### src/verilog/nvc_pkg.sv
// Package for the nonvolatile configuration and common-level register bank.
// Holds the target addresses, register indices, bit positions and reset values.
// Assumes the serial link has been decoded into byte requests upstream.
package nvc_pkg;

  // ==========================================================================
  // Bus targets and register indices
  localparam logic [6:0] CFG_TARGET = 7'h20;
  localparam logic [6:0] COMMON_LEVEL_CODE_TARGET = 7'h28;
  localparam logic [7:0] UPPER_OFS = 8'h13;
  localparam logic [7:0] LOWER_OFS = 8'h14;
  localparam logic [7:0] USER_OFS = 8'h15;
  localparam logic [7:0] CTRL_OFS = 8'hff;
  localparam logic [7:0] VDATA_OFS = 8'h00;
  localparam logic [7:0] VCTRL_OFS = 8'h02;

  // ==========================================================================
  // Field positions
  localparam int TRIG_BIT = 7;
  localparam int RSEL_BIT = 0;
  localparam int SSEL_BIT = 7;

  // ==========================================================================
  // Reset values
  localparam logic [7:0] USER_RST = 8'h00;
  localparam logic [3:0] UPPER_RST = 4'h0;
  localparam logic [3:0] LOWER_RST = 4'h7;
  localparam logic [6:0] CODE_RST = 7'h40;
  localparam logic [7:0] READ_ZERO = 8'h00;

  // ==========================================================================
  // Copy timing
  localparam int CNT_W = 20;
  localparam logic [CNT_W-1:0] COPY_CYCLES_DEF = 20'h003e8;

  // Controller states, one-hot
  typedef enum logic [1:0] {
    NVC_IDLE = 2'b01,
    NVC_COPY = 2'b10
  } nvc_state_e;

endpackage : nvc_pkg

### src/verilog/nvc_regs.sv
// Register bank: user byte, nonvolatile copy control, limit fields and the
// common-level code with its initial and working stores.
// Assumes byte requests arrive as one-cycle strobes synchronous to I_MCLK.
//
// Notes on behaviour
// - The user byte is read and written freely and drives nothing.
// - Writing 1 to the trigger bit of the control register copies volatile contents to storage.
// - The trigger bit clears itself when the copy has finished.
// - Control bits 6 to 1 drop written data and read as zero.
// - The read-select bit makes user and limit reads return volatile contents at 0, stored copies at 1.
// - The level code sits in bits 6 to 0 and scales linearly between limits, 127 being full scale.
// - Bit 7 of the level data register reads 0 and the host writes it as 0.
// - The level registers answer at their own target address, data at index 00h.
// - The level store control register is write-only and reads give nothing back.
// - With store select 0 a data write loads both stores and a read returns the initial store.
// - With store select 1 a data write loads only the working store and reads return it.
// - The upper and lower 4-bit limit fields bound the level output range.
`timescale 1ns/10ps
module nvc_regs #(
  parameter logic [nvc_pkg::CNT_W-1:0] COPY_CYCLES = nvc_pkg::COPY_CYCLES_DEF
) (
  input wire logic I_MCLK,
  input wire logic I_RST,
  input wire logic i_WR,
  input wire logic i_RD,
  input wire logic [6:0] i_TARGET,
  input wire logic [7:0] i_ADDR,
  input wire logic [7:0] i_WDATA,
  output logic [7:0] o_RDATA,
  output logic o_RVALID,
  output logic o_ACK,
  output logic o_COPY_BUSY,
  output logic [6:0] o_LEVEL_CODE,
  output logic [3:0] o_UPPER_LIMIT,
  output logic [3:0] o_LOWER_LIMIT
);

  // ==========================================================================
  // State
  typedef struct packed {
    nvc_pkg::nvc_state_e state;
    logic [nvc_pkg::CNT_W-1:0] cnt;
    logic trig;
    logic rsel;
    logic ssel;
    logic [7:0] user;
    logic [7:0] nv_user;
    logic [3:0] upper;
    logic [3:0] nv_upper;
    logic [3:0] lower;
    logic [3:0] nv_lower;
    logic [6:0] init_store;
    logic [6:0] work_store;
    logic [7:0] rdata;
    logic rvalid;
    logic ack;
  } nvc_st_s;

  nvc_st_s st_reg;
  nvc_st_s st_next;

  // Unit step for the copy counter, sized to match it so no bits are padded
  localparam logic [nvc_pkg::CNT_W-1:0] CNT_STEP = {{(nvc_pkg::CNT_W-1){1'b0}}, 1'b1};

  // ==========================================================================
  // Request decode
  logic cfg_hit;
  logic common_level_code_hit;
  logic w_ctrl;
  logic w_user;
  logic w_upper;
  logic w_lower;
  logic w_vdata;
  logic w_vctrl;
  logic mapped;

  always_comb begin
    cfg_hit = (i_TARGET == nvc_pkg::CFG_TARGET);
    common_level_code_hit = (i_TARGET == nvc_pkg::COMMON_LEVEL_CODE_TARGET);
    w_ctrl = i_WR && cfg_hit && (i_ADDR == nvc_pkg::CTRL_OFS);
    w_user = i_WR && cfg_hit && (i_ADDR == nvc_pkg::USER_OFS);
    w_upper = i_WR && cfg_hit && (i_ADDR == nvc_pkg::UPPER_OFS);
    w_lower = i_WR && cfg_hit && (i_ADDR == nvc_pkg::LOWER_OFS);
    w_vdata = i_WR && common_level_code_hit && (i_ADDR == nvc_pkg::VDATA_OFS);
    w_vctrl = i_WR && common_level_code_hit && (i_ADDR == nvc_pkg::VCTRL_OFS);
    mapped = (cfg_hit && (i_ADDR == nvc_pkg::CTRL_OFS || i_ADDR == nvc_pkg::USER_OFS ||
              i_ADDR == nvc_pkg::UPPER_OFS || i_ADDR == nvc_pkg::LOWER_OFS)) ||
             (common_level_code_hit && (i_ADDR == nvc_pkg::VDATA_OFS || i_ADDR == nvc_pkg::VCTRL_OFS));
  end

  // ==========================================================================
  // Next-state logic
  always_comb begin
    st_next = st_reg;
    st_next.rvalid = 1'b0;
    st_next.ack = (i_WR || i_RD) && mapped;

    if (w_user) begin
      st_next.user = i_WDATA;
    end
    if (w_upper) begin
      st_next.upper = i_WDATA[3:0];
    end
    if (w_lower) begin
      st_next.lower = i_WDATA[3:0];
    end

    // only bits 7 and 0 are kept
    if (w_ctrl) begin
      st_next.rsel = i_WDATA[nvc_pkg::RSEL_BIT];
    end

    // store select is write-only; low bits ignored
    if (w_vctrl) begin
      st_next.ssel = i_WDATA[nvc_pkg::SSEL_BIT];
    end

    if (w_vdata) begin
      st_next.work_store = i_WDATA[6:0];
      // select 0 loads both stores; select 1 working only
      if (!st_reg.ssel) begin
        st_next.init_store = i_WDATA[6:0];
      end
    end

    // Copy sequencer; a trigger while busy is absorbed, bit already set
    case (st_reg.state)
      nvc_pkg::NVC_IDLE: begin
        // start copy; a zero starts nothing
        if (w_ctrl && i_WDATA[nvc_pkg::TRIG_BIT]) begin
          st_next.trig = 1'b1;
          st_next.cnt = COPY_CYCLES - CNT_STEP;
          st_next.state = nvc_pkg::NVC_COPY;
        end
      end
      nvc_pkg::NVC_COPY: begin
        if (st_reg.cnt == '0) begin
          // commit volatile contents at the end of programming
          st_next.nv_user = st_reg.user;
          st_next.nv_upper = st_reg.upper;
          st_next.nv_lower = st_reg.lower;
          st_next.trig = 1'b0;
          st_next.state = nvc_pkg::NVC_IDLE;
        end else begin
          st_next.cnt = st_reg.cnt - CNT_STEP;
        end
      end
      default: begin
        st_next.state = nvc_pkg::NVC_IDLE;
        st_next.trig = 1'b0;
      end
    endcase

    // Read mux, unmapped reads return zero
    if (i_RD) begin
      st_next.rvalid = 1'b1;
      st_next.rdata = nvc_pkg::READ_ZERO;
      if (cfg_hit) begin
        case (i_ADDR)
          nvc_pkg::CTRL_OFS: st_next.rdata = {st_reg.trig, 6'h00, st_reg.rsel};
          // select between volatile and stored copies
          nvc_pkg::USER_OFS: st_next.rdata = st_reg.rsel ? st_reg.nv_user : st_reg.user;
          nvc_pkg::UPPER_OFS: st_next.rdata = {4'h0, st_reg.rsel ? st_reg.nv_upper : st_reg.upper};
          nvc_pkg::LOWER_OFS: st_next.rdata = {4'h0, st_reg.rsel ? st_reg.nv_lower : st_reg.lower};
          default: st_next.rdata = nvc_pkg::READ_ZERO;
        endcase
      end else if (common_level_code_hit && i_ADDR == nvc_pkg::VDATA_OFS) begin
        // bit 7 reads zero; store chosen by select
        st_next.rdata = {1'b0, st_reg.ssel ? st_reg.work_store : st_reg.init_store};
      end
    end
  end

  // ==========================================================================
  // State register
  always_ff @(posedge I_MCLK) begin
    if (I_RST) begin
      st_reg.state <= nvc_pkg::NVC_IDLE;
      st_reg.cnt <= '0;
      st_reg.trig <= 1'b0;
      st_reg.rsel <= 1'b0;
      st_reg.ssel <= 1'b0;
      st_reg.user <= nvc_pkg::USER_RST;
      st_reg.nv_user <= nvc_pkg::USER_RST;
      st_reg.upper <= nvc_pkg::UPPER_RST;
      st_reg.nv_upper <= nvc_pkg::UPPER_RST;
      st_reg.lower <= nvc_pkg::LOWER_RST;
      st_reg.nv_lower <= nvc_pkg::LOWER_RST;
      st_reg.init_store <= nvc_pkg::CODE_RST;
      st_reg.work_store <= nvc_pkg::CODE_RST;
      st_reg.rdata <= nvc_pkg::READ_ZERO;
      st_reg.rvalid <= 1'b0;
      st_reg.ack <= 1'b0;
    end else begin
      st_reg <= st_next;
    end
  end

  // ==========================================================================
  // Outputs, straight from flops
  // working store drives the level converter code
  assign o_LEVEL_CODE = st_reg.work_store;
  assign o_UPPER_LIMIT = st_reg.upper;
  assign o_LOWER_LIMIT = st_reg.lower;
  assign o_RDATA = st_reg.rdata;
  assign o_RVALID = st_reg.rvalid;
  assign o_ACK = st_reg.ack;
  assign o_COPY_BUSY = st_reg.trig;

  // ==========================================================================
  // Assertions
  a_trigger_starts: assert property (@(posedge I_MCLK) disable iff (I_RST)
    (w_ctrl && i_WDATA[7] && st_reg.state == nvc_pkg::NVC_IDLE) |=>
      (st_reg.trig && st_reg.state == nvc_pkg::NVC_COPY && st_reg.cnt == COPY_CYCLES - CNT_STEP))
    else $error("copy did not start on trigger write");

  a_copy_self_clear: assert property (@(posedge I_MCLK) disable iff (I_RST)
    (st_reg.state == nvc_pkg::NVC_COPY && st_reg.cnt == '0) |=>
      (!st_reg.trig && st_reg.nv_user == $past(st_reg.user)))
    else $error("trigger not cleared or copy not committed");

  a_zero_no_copy: assert property (@(posedge I_MCLK) disable iff (I_RST)
    (w_ctrl && !i_WDATA[7] && st_reg.state == nvc_pkg::NVC_IDLE) |=>
      (!st_reg.trig && $stable(st_reg.nv_user)))
    else $error("zero trigger write started a copy");

  a_ctrl_reserved: assert property (@(posedge I_MCLK) disable iff (I_RST)
    (i_RD && cfg_hit && i_ADDR == nvc_pkg::CTRL_OFS) |=> (o_RVALID && o_RDATA[6:1] == 6'h00))
    else $error("reserved control bits not zero");

  a_read_select: assert property (@(posedge I_MCLK) disable iff (I_RST)
    (i_RD && cfg_hit && i_ADDR == nvc_pkg::USER_OFS) |=>
      (o_RDATA == ($past(st_reg.rsel) ? $past(st_reg.nv_user) : $past(st_reg.user))))
    else $error("user read ignored read select");

  a_user_write: assert property (@(posedge I_MCLK) disable iff (I_RST)
    w_user |=> (st_reg.user == $past(i_WDATA)))
    else $error("user byte not stored");

  a_level_bit7: assert property (@(posedge I_MCLK) disable iff (I_RST)
    (i_RD && common_level_code_hit && i_ADDR == nvc_pkg::VDATA_OFS) |=> !o_RDATA[7])
    else $error("level data bit 7 not zero");

  a_vctrl_wo: assert property (@(posedge I_MCLK) disable iff (I_RST)
    (i_RD && common_level_code_hit && i_ADDR == nvc_pkg::VCTRL_OFS) |=> (o_RDATA == 8'h00))
    else $error("write-only register returned data");

  a_sel0_both: assert property (@(posedge I_MCLK) disable iff (I_RST)
    (w_vdata && !st_reg.ssel) |=>
      (st_reg.init_store == $past(i_WDATA[6:0]) && o_LEVEL_CODE == $past(i_WDATA[6:0])))
    else $error("select 0 write did not load both stores");

  a_sel1_work: assert property (@(posedge I_MCLK) disable iff (I_RST)
    (w_vdata && st_reg.ssel) |=> ($stable(st_reg.init_store) &&
      o_LEVEL_CODE == $past(i_WDATA[6:0])))
    else $error("select 1 write touched initial store");

endmodule : nvc_regs

### config.mk
export PLATFORM = sky130hd
export DESIGN_NAME = nvc_regs
export DESIGN_NICKNAME = d
export VERILOG_FILES = /design/src/verilog/nvc_pkg.sv /design/src/verilog/nvc_regs.sv
export SDC_FILE = /design/constraint.sdc
export NUM_CORES = 1
export LEC_CHECK = 0
export BUFFER_PORTS_ARGS = -buffer_cell sky130_fd_sc_hd__buf_2
export CAP_MARGIN = 0
export CORE_MARGIN = 4
export CORE_UTILIZATION = 40
export CTS_BUF_LIST = sky130_fd_sc_hd__clkbuf_4
export CTS_CLUSTER_SIZE = 28
export DETAILED_ROUTE_END_ITERATION = 10
export PLACE_DENSITY = 0.61
export SYNTH_ARGS = -nofsm -noshare
export SYNTH_HDL_FRONTEND = slang
export SYNTH_SLANG_ARGS = --single-unit
### constraint.sdc
create_clock -name I_MCLK -period 3.4 [get_ports I_MCLK]
set_input_delay 0.51 -clock I_MCLK [delete_from_list [all_inputs] [get_ports I_MCLK]]
set_output_delay 0.51 -clock I_MCLK [all_outputs]
set_load 0.02 [all_outputs]
==> results.md, run 1 <==
* Run status: completed
* Die area at 11800 sq um
* Critical R2R Capture: st_reg[47]$_SDFFE_PP0P_
* Fillers at 1017
* WS Path Type: reg2reg
* First-pass iteration count of the detailed router at 4
* Core ar. at 9820 sq um
* R2R Path Start: st_reg[59]$_SDFFE_PP0P_
* # resized after CTS at 0
* Initial Util at 41.1%
* Root buffer cell: clkbuf_4
* Routed len/inst at 15.7 microns
* Leakage Power at 1.68 nW
* Largest net degree at the start of global routing at 55
* Detailed Place HPWL at 7080 microns
* FF-to-FF setup slack at 1.0 ns
* Gate Count Post-Synth at 464
* Share of cells above drive strength 1 at 21.6%
* Syn_area_per_cell at 8.71 sq um
* Max FO, Critical Path at 16
* Yosys cell types at 59
* CTS Sinks at 80
* Routability Congestion at 0.889
* Period minus WS final at 2.40 ns
* Synth Flop Type: dfxtp_1
* Initial antenna violation count at 0
* Post-CTS setup buffer count at 0
* Largest register FFs at 55
* Area share of the largest cell type after synthesis at 39.6%
* Num CTS Buffers at 9
* Slew @ Worst Pin at 0.705 ns
* Yosys warning count at 0
* Final max-slew violation count at 0
* Power Density at 381 nW/um^2
* Area leader, netlist: dfxtp_1
* CP arrival at 2.76 ns
* Asr flop ratio synth at 0%
* Final core occ at 44.8%
* Hold path startpoint: i_WDATA[6]
* # H-tree levels at 3
* HP Class: in2reg
* Via-per-instance ratio at 5.42
* Yosys reg bits at 80
* Post-Place Cells at 607
* Vias at 3375
* Sequential element share of the synthesized area at 39.6%
* Antenna viol nets, final at 0
* Startpoint Class: flip-flop
* Final worst path period share at 70.7%
* Antenna diode instance count at 0
* # hold bufs at CTS at 0
* Final hold viol count at 0
* EDFF count, synth at 0
* Fin Setup TNS at 0 ns
* Unrepaired setup endpoints after global routing: false
* Max Root-Sink Buffers at 2
* Gr usage total at 17.3%
* IO Count at 53
* Post-Layout Cell Count at 623
* DRC viols at 0
* CP Capture Type: flip-flop
* Setup violators final at 0
* Cell Rows at 36
* CTS tree: yes
* Maximum clock frequency at 0.416 GHz
* Cell Area, Synth at 4040 sq um
* Most common cell in the netlist: dfxtp_1
* Clock Skew at 0.0299 ns
* Final net count at 514
* List of most frequent post-synthesis cells: 80 x dfxtp_1, 56 x nand2_1, 47 x nor2_1
* GR Overflow Total at 0
* Post-Syn Nets at 493
* MaxCap Viol Count at 0
* Port bufs at 52
* Vias in the first global route at 3258
* Die Wd at 109 microns
* R2R cell count at 7
* Max_slew headroom at 52.9%
* First-pass GRT wire length at 16000 microns
* VDD IR max at 0.172 mV
* Req. time, crit path at 3.76 ns
* Final wirelength at 9810 microns
* Die Ht at 109 microns
* Hold path endpoint: st_reg[23]$_SDFFE_PP1P_
* Hold Path Cell Cnt at 3
* Ranking of synthesized cells by area: dfxtp_1 40%, mux2i_1 5.9%, nand2_1 5.2%, buf_4 4.5%, nor2_1 4.4%
* Clk_lat worst skew at 0.44 ns
* Starting DRC count in detailed routing at 132
* Clock-pin slew on the worst setup and hold paths at 0.13 ns
* Area delta synth->final at 8.83%
-- kinds of logic (layout without fill, tap and decap cells) --
kind of cell | count (synthesis) | count (layout) | share of synthesized area [%]
compound gates | 96 | 96 | 15.4
xor+xnor | 12 | 12 | 2.60
fa+ha+maj | 2 | 2 | 0.619
buf+inv | 58 | 84 | 7.80
flops | 80 | 80 | 39.6
mux | 34 | 34 | 8.73
simple gates | 182 | 182 | 25.2
-- cell type report --
type	count	area [sq um]	area share, %
multi-input cells	326	2120	48.3
flip-flops and latches	80	1600	36.4
repair buffers	58	305	6.94
well taps	133	166	3.78
clock inverters	7	95.1	2.16
clock buffers	9	67.6	1.54
inverters	10	37.5	0.854
-- routing by layer --
metal  vias up  global-route usage [%]  routed length [microns]
li1       1685                       -                        -
met1      1607                    22.3                     4590
met2        72                    28.7                     4690
met3        11                    3.82                      382
met4         0                    5.68                      139
met5         -                       0                        0
-- worst max path at each step --
stage                                       start                       to  slack [ns]  depth (start not counted)
after floorplan                       i_TARGET[4]  st_reg[78]$_SDFFE_PP0P_        1.51                          5
after global placement                  i_ADDR[1]  o_RDATA[3]$_SDFFE_PP0P_        1.09                          6
after detailed placement  st_reg[59]$_SDFFE_PP0P_  st_reg[27]$_SDFFE_PP0P_        0.99                          7
after CTS                 st_reg[59]$_SDFFE_PP0P_  st_reg[33]$_SDFFE_PP0P_        0.98                          7
after global routing      st_reg[59]$_SDFFE_PP0P_  st_reg[43]$_SDFFE_PP0P_        0.55                          7
final                     st_reg[59]$_SDFFE_PP0P_  st_reg[47]$_SDFFE_PP0P_         1.0                          7
-- worst max-delay path, cell delays in order (launching register included) --
cell	delay, ns
dfxtp_1	0.38
inv_1	0.09
ha_1	0.14
nor4b_1	0.42
nand2_1	0.41
nor3_4	0.66
nand2_1	0.12
a21oi_1	0.14
-- metrics by stage --
step	cell area (sq um)	worst slack (ns)	hold WS, ns	total power, mW
finish	4400	0.997	0.338	1.68
global route	4400	0.553	0.309	1.74
CTS	4400	0.975	0.313	1.69
detailed placement	4230	0.993	0.450	1.05
global placement	4230	1.09	0.441	1.05
floorplan	4040	1.51	0.433	1.01
-- where the power goes --
group | switching, mW | internal [mW] | total (mW)
Combinational | 0.0588 | 0.0278 | 0.0866
Clock | 0.347 | 0.298 | 0.645
Sequential | 0.00239 | 0.942 | 0.944
Total | 0.408 | 1.27 | 1.68
-- placed cells by master (no fill, tap or decap), types with 3 or more instances in the layout --
master / count
dfxtp_1: 80
nand2_1: 56
buf_2: 52
nor2_1: 47
a21oi_1: 33
mux2i_1: 24
nand3_1: 17
o21ai_0: 12
o211ai_1: 11
inv_1: 10
mux2_2: 10
xor2_1: 10
a22oi_1: 9
clkbuf_4: 9
nor3_1: 8
a211oi_1: 8
buf_4: 6
nand3b_1: 5
nor4_2: 4
nor4_1: 4
nor2b_1: 4
nand4_1: 4
or4_1: 4
and4_1: 3
nand2b_1: 3
and2_1: 3
a31oi_1: 3
o31ai_1: 3
clkinvlp_4: 3
Power figures use the tool's default switching activity.
==> run 2: changes to the inputs <==
- ABC_AREA: not set -> 1
- PLACE_DENSITY: 0.61 -> 0.63
- clock period: 3.4 -> 2.03 ns (I/O delays scaled with it)
==> results.md, run 2 <==
* Commonest non-fill, non-tap cell in the layout: nand2_1 (was dfxtp_1)
* # H-tree levels at 3 (unchanged)
* Max FO, Critical Path at 6 (was 16)
* Largest register FFs at 55 (unchanged)
* WS Path Type: reg2reg (unchanged)
* Initial antenna violation count at 1 (was 0)
* Area delta synth->final at 8.08% (was 8.83%)
* Req. time, crit path at 2.38 ns (was 3.76 ns)
* Post-Syn Nets at 689 (was 493)
* DRC viols at 0 (unchanged)
* Unrepaired setup endpoints after global routing: false (unchanged)
* HP Class: in2reg (unchanged)
* Leakage Power at 2.14 nW (was 1.68 nW)
* Power Internal at 2.10 mW (was 1.27 mW)
* Part of the power in registers at 57.8% (was 56.4%)
* Routability Congestion at 0.913 (was 0.889)
* Via-per-instance ratio at 4.97 (was 5.42)
* Routed len/inst at 12.9 microns (was 15.7 microns)
* Crit path max-delay cell type: dfxtp_1 (was nor3_4)
* Hold_ws at 0.120 ns (was 0.338 ns)
* Share of cells above drive strength 1 at 13.5% (was 21.6%)
* Asr flop ratio synth at 0% (unchanged)
* Area share of the largest cell type after synthesis at 37.4% (was 39.6%)
* Vias in the first global route at 3705 (was 3258)
* Sequential element share of the synthesized area at 37.4% (was 39.6%)
* Cell Area, Synth at 4290 sq um (was 4040 sq um)
* Largest net degree at the start of global routing at 44 (was 55)
* Slowest stage delay, CP at 0.36 ns (was 0.66 ns)
* CTS Sinks at 80 (unchanged)
* Port bufs at 52 (unchanged)
* Clk_lat worst skew at 0.43 ns (was 0.44 ns)
* Most frequent cells in the layout: 168 x nand2_1, 99 x nor2_1, 80 x dfxtp_1 (was 80 x dfxtp_1, 56 x nand2_1, 52 x buf_2)
* Cell Rows at 37 (was 36)
* Slew @ Worst Pin at 0.506 ns (was 0.705 ns)
* Net Switching at 0.639 mW (was 0.408 mW)
* Core ar. at 10400 sq um (was 9820 sq um)
* Antenna diode instance count at 0 (unchanged)
* Crit path max-delay family: simple AND/OR/NAND/NOR gates (unchanged)
* Final wirelength at 10600 microns (was 9810 microns)
* Clock power frac at 37.2% (was 38.5%)
* Clock Skew at 0.0154 ns (was 0.0299 ns)
* Startpoint Class: flip-flop (unchanged)
* First-pass iteration count of the detailed router at 4 (unchanged)
* # resized after CTS at 0 (unchanged)
* Gate Count Post-Synth at 660 (was 464)
* Yosys cell types at 32 (was 59)
* Num CTS Buffers at 9 (unchanged)
* Yosys warning count at 0 (unchanged)
* Worst path bufs/invs at 1 (unchanged)
* Max_slew headroom at 66.2% (was 52.9%)
* Root buffer cell: clkbuf_4 (unchanged)
* Area leader, netlist: dfxtp_1 (unchanged)
* Maximum clock frequency at 0.571 GHz (was 0.416 GHz)
* Power Density at 591 nW/um^2 (was 381 nW/um^2)
* CTS tree: yes (unchanged)
* Max Root-Sink Buffers at 2 (unchanged)
* Syn_area_per_cell at 6.50 sq um (was 8.71 sq um)
* Multi-input logic area at 2110 sq um (was 2120 sq um)
* Die Ht at 112 microns (was 109 microns)
* IO Count at 53 (unchanged)
* Final worst path period share at 86.2% (was 70.7%)
* First-pass GRT wire length at 17800 microns (was 16000 microns)
* Reg area at 1600 sq um (unchanged)
* Antenna viol nets, final at 0 (unchanged)
* MaxCap Viol Count at 0 (unchanged)
* Met3 WL at 557 microns (was 382 microns)
* Final max-slew violation count at 0 (unchanged)
* Ranking of synthesized cells by area: dfxtp_1 37%, nand2_1 15%, nor2_1 8.7%, a21oi_1 6.7%, inv_1 6.2% (was dfxtp_1 40%, mux2i_1 5.9%, nand2_1 5.2%, buf_4 4.5%, nor2_1 4.4%)
* Die area at 12400 sq um (was 11800 sq um)
* Final hold viol count at 0 (unchanged)
* Net switching fraction of the power at 23.3% (was 24.4%)
* Cell mode on critical path: nand2_1 (unchanged)
* Final net count at 713 (was 514)
* Fillers at 1137 (was 1017)
* Die Wd at 112 microns (was 109 microns)
* Post-CTS setup buffer count at 0 (unchanged)
* Gate power share at 5.0% (was 5.2%)
* Run status: completed (unchanged)
* DP Worst Slack at 0.207 ns (was 0.993 ns)
* Setup violators final at 0 (unchanged)
* DR top layer: met5 (was met4)
* Most common cell in the netlist: nand2_1 (was dfxtp_1)
* Gr usage total at 17.2% (was 17.3%)
* CP arrival at 2.10 ns (was 2.76 ns)
* Met2 WL at 4740 microns (was 4690 microns)
* Period minus WS final at 1.75 ns (was 2.40 ns)
* EDFF count, synth at 0 (unchanged)
* CP Capture Type: flip-flop (unchanged)
* Detailed Place HPWL at 7750 microns (was 7080 microns)
* GR Overflow Total at 0 (unchanged)
* Starting DRC count in detailed routing at 198 (was 132)
* Crit-path cells: inv_1 > ha_1 > nand2_1 > nor2_1 > nand2_1 > nand2_1 > nand2_1 > nor2_1 > nand2_1 > a21oi_1 (was inv_1 > ha_1 > nor4b_1 > nand2_1 > nor3_4 > nand2_1 > a21oi_1)
* Post-route setup slack at 0.279 ns (was 0.997 ns)
* VDD IR max at 0.259 mV (was 0.172 mV)
* Clock-pin slew on the worst setup and hold paths at 0.13 ns (about the same)
* # hold bufs at CTS at 0 (unchanged)
* Vias at 4089 (was 3375)
* DRT met1 WL at 5160 microns (was 4590 microns)
* Synth Flop Type: dfxtp_1 (unchanged)
* Fin Setup TNS at 0 ns (unchanged)
* Initial Util at 41.3% (was 41.1%)
* List of most frequent post-synthesis cells: 168 x nand2_1, 99 x nor2_1, 80 x dfxtp_1 (was 80 x dfxtp_1, 56 x nand2_1, 47 x nor2_1)
* Yosys reg bits at 80 (unchanged)
run 2: path summary, 6_finish.rpt:
path                                start                            to  slack, ns  cells past startpoint
setup / recovery  st_reg[59]$_SDFFE_PP0P_       st_reg[75]$_SDFFE_PP0P_       0.28                     10
hold / removal                 i_WDATA[3]  o_LEVEL_CODE[3]$_SDFFE_PP0N_       0.12                      3
setup reg to reg  st_reg[59]$_SDFFE_PP0P_       st_reg[75]$_SDFFE_PP0P_       0.28                     10
hold reg to reg   st_reg[35]$_SDFFE_PP0P_       st_reg[35]$_SDFFE_PP0P_       0.45                      2
run 2: worst register-to-register path: cells and delay by family (launching register included):
| kind | cells | cell delay, ns |
|---|---|---|
| simple gates | 7 | 0.75 |
| buf+inv | 1 | 0.13 |
| fa+ha+maj | 1 | 0.29 |
| compound gates | 1 | 0.14 |
| flops | 1 | 0.36 |
run 2: per-stage QoR:
stage / power, mW / std cells / util [%] / cell area [sq um]
after floorplan: 1.70 / 660 / - / 4290
after global placement: 1.75 / 809 / 43.3 / 4490
after detailed placement: 1.75 / 809 / 43.3 / 4490
after CTS: 2.77 / 823 / 44.7 / 4630
after global routing: 2.87 / 823 / 44.7 / 4630
final: 2.74 / 823 / 44.7 / 4630
run 2: cell type report:
cell class	count	area share, %
flip-flops and latches	80	34.6
clock inverters	5	1.59
repair buffers	59	7.02
multi-input cells	460	45.6
clock buffers	9	1.46
inverters	74	6.10
well taps	136	3.67
run 2: logic make-up after synthesis:
logic type,count (synthesis),share of synthesized area [%]
xor+xnor,5,1.02
compound gates,113,13.7
simple gates,336,32.9
fa+ha+maj,2,0.584
buf+inv,120,13.4
flops,80,37.4
mux,4,1.05
run 2: power by group through the flow:
stage	clock (mW)	combinational, mW	sequential (mW)
floorplan	0	0.0810	1.62
finish	1.02	0.138	1.58
detailed placement	0	0.138	1.62
global route	1.14	0.153	1.58
CTS	1.05	0.138	1.58
global placement	0	0.136	1.62
run 2: per-layer routing:
metal	up-vias	track usage [%]
li1	2121	-
met1	1866	23.7
met2	86	26.7
met3	14	4.40
met4	2	4.87
met5	-	0
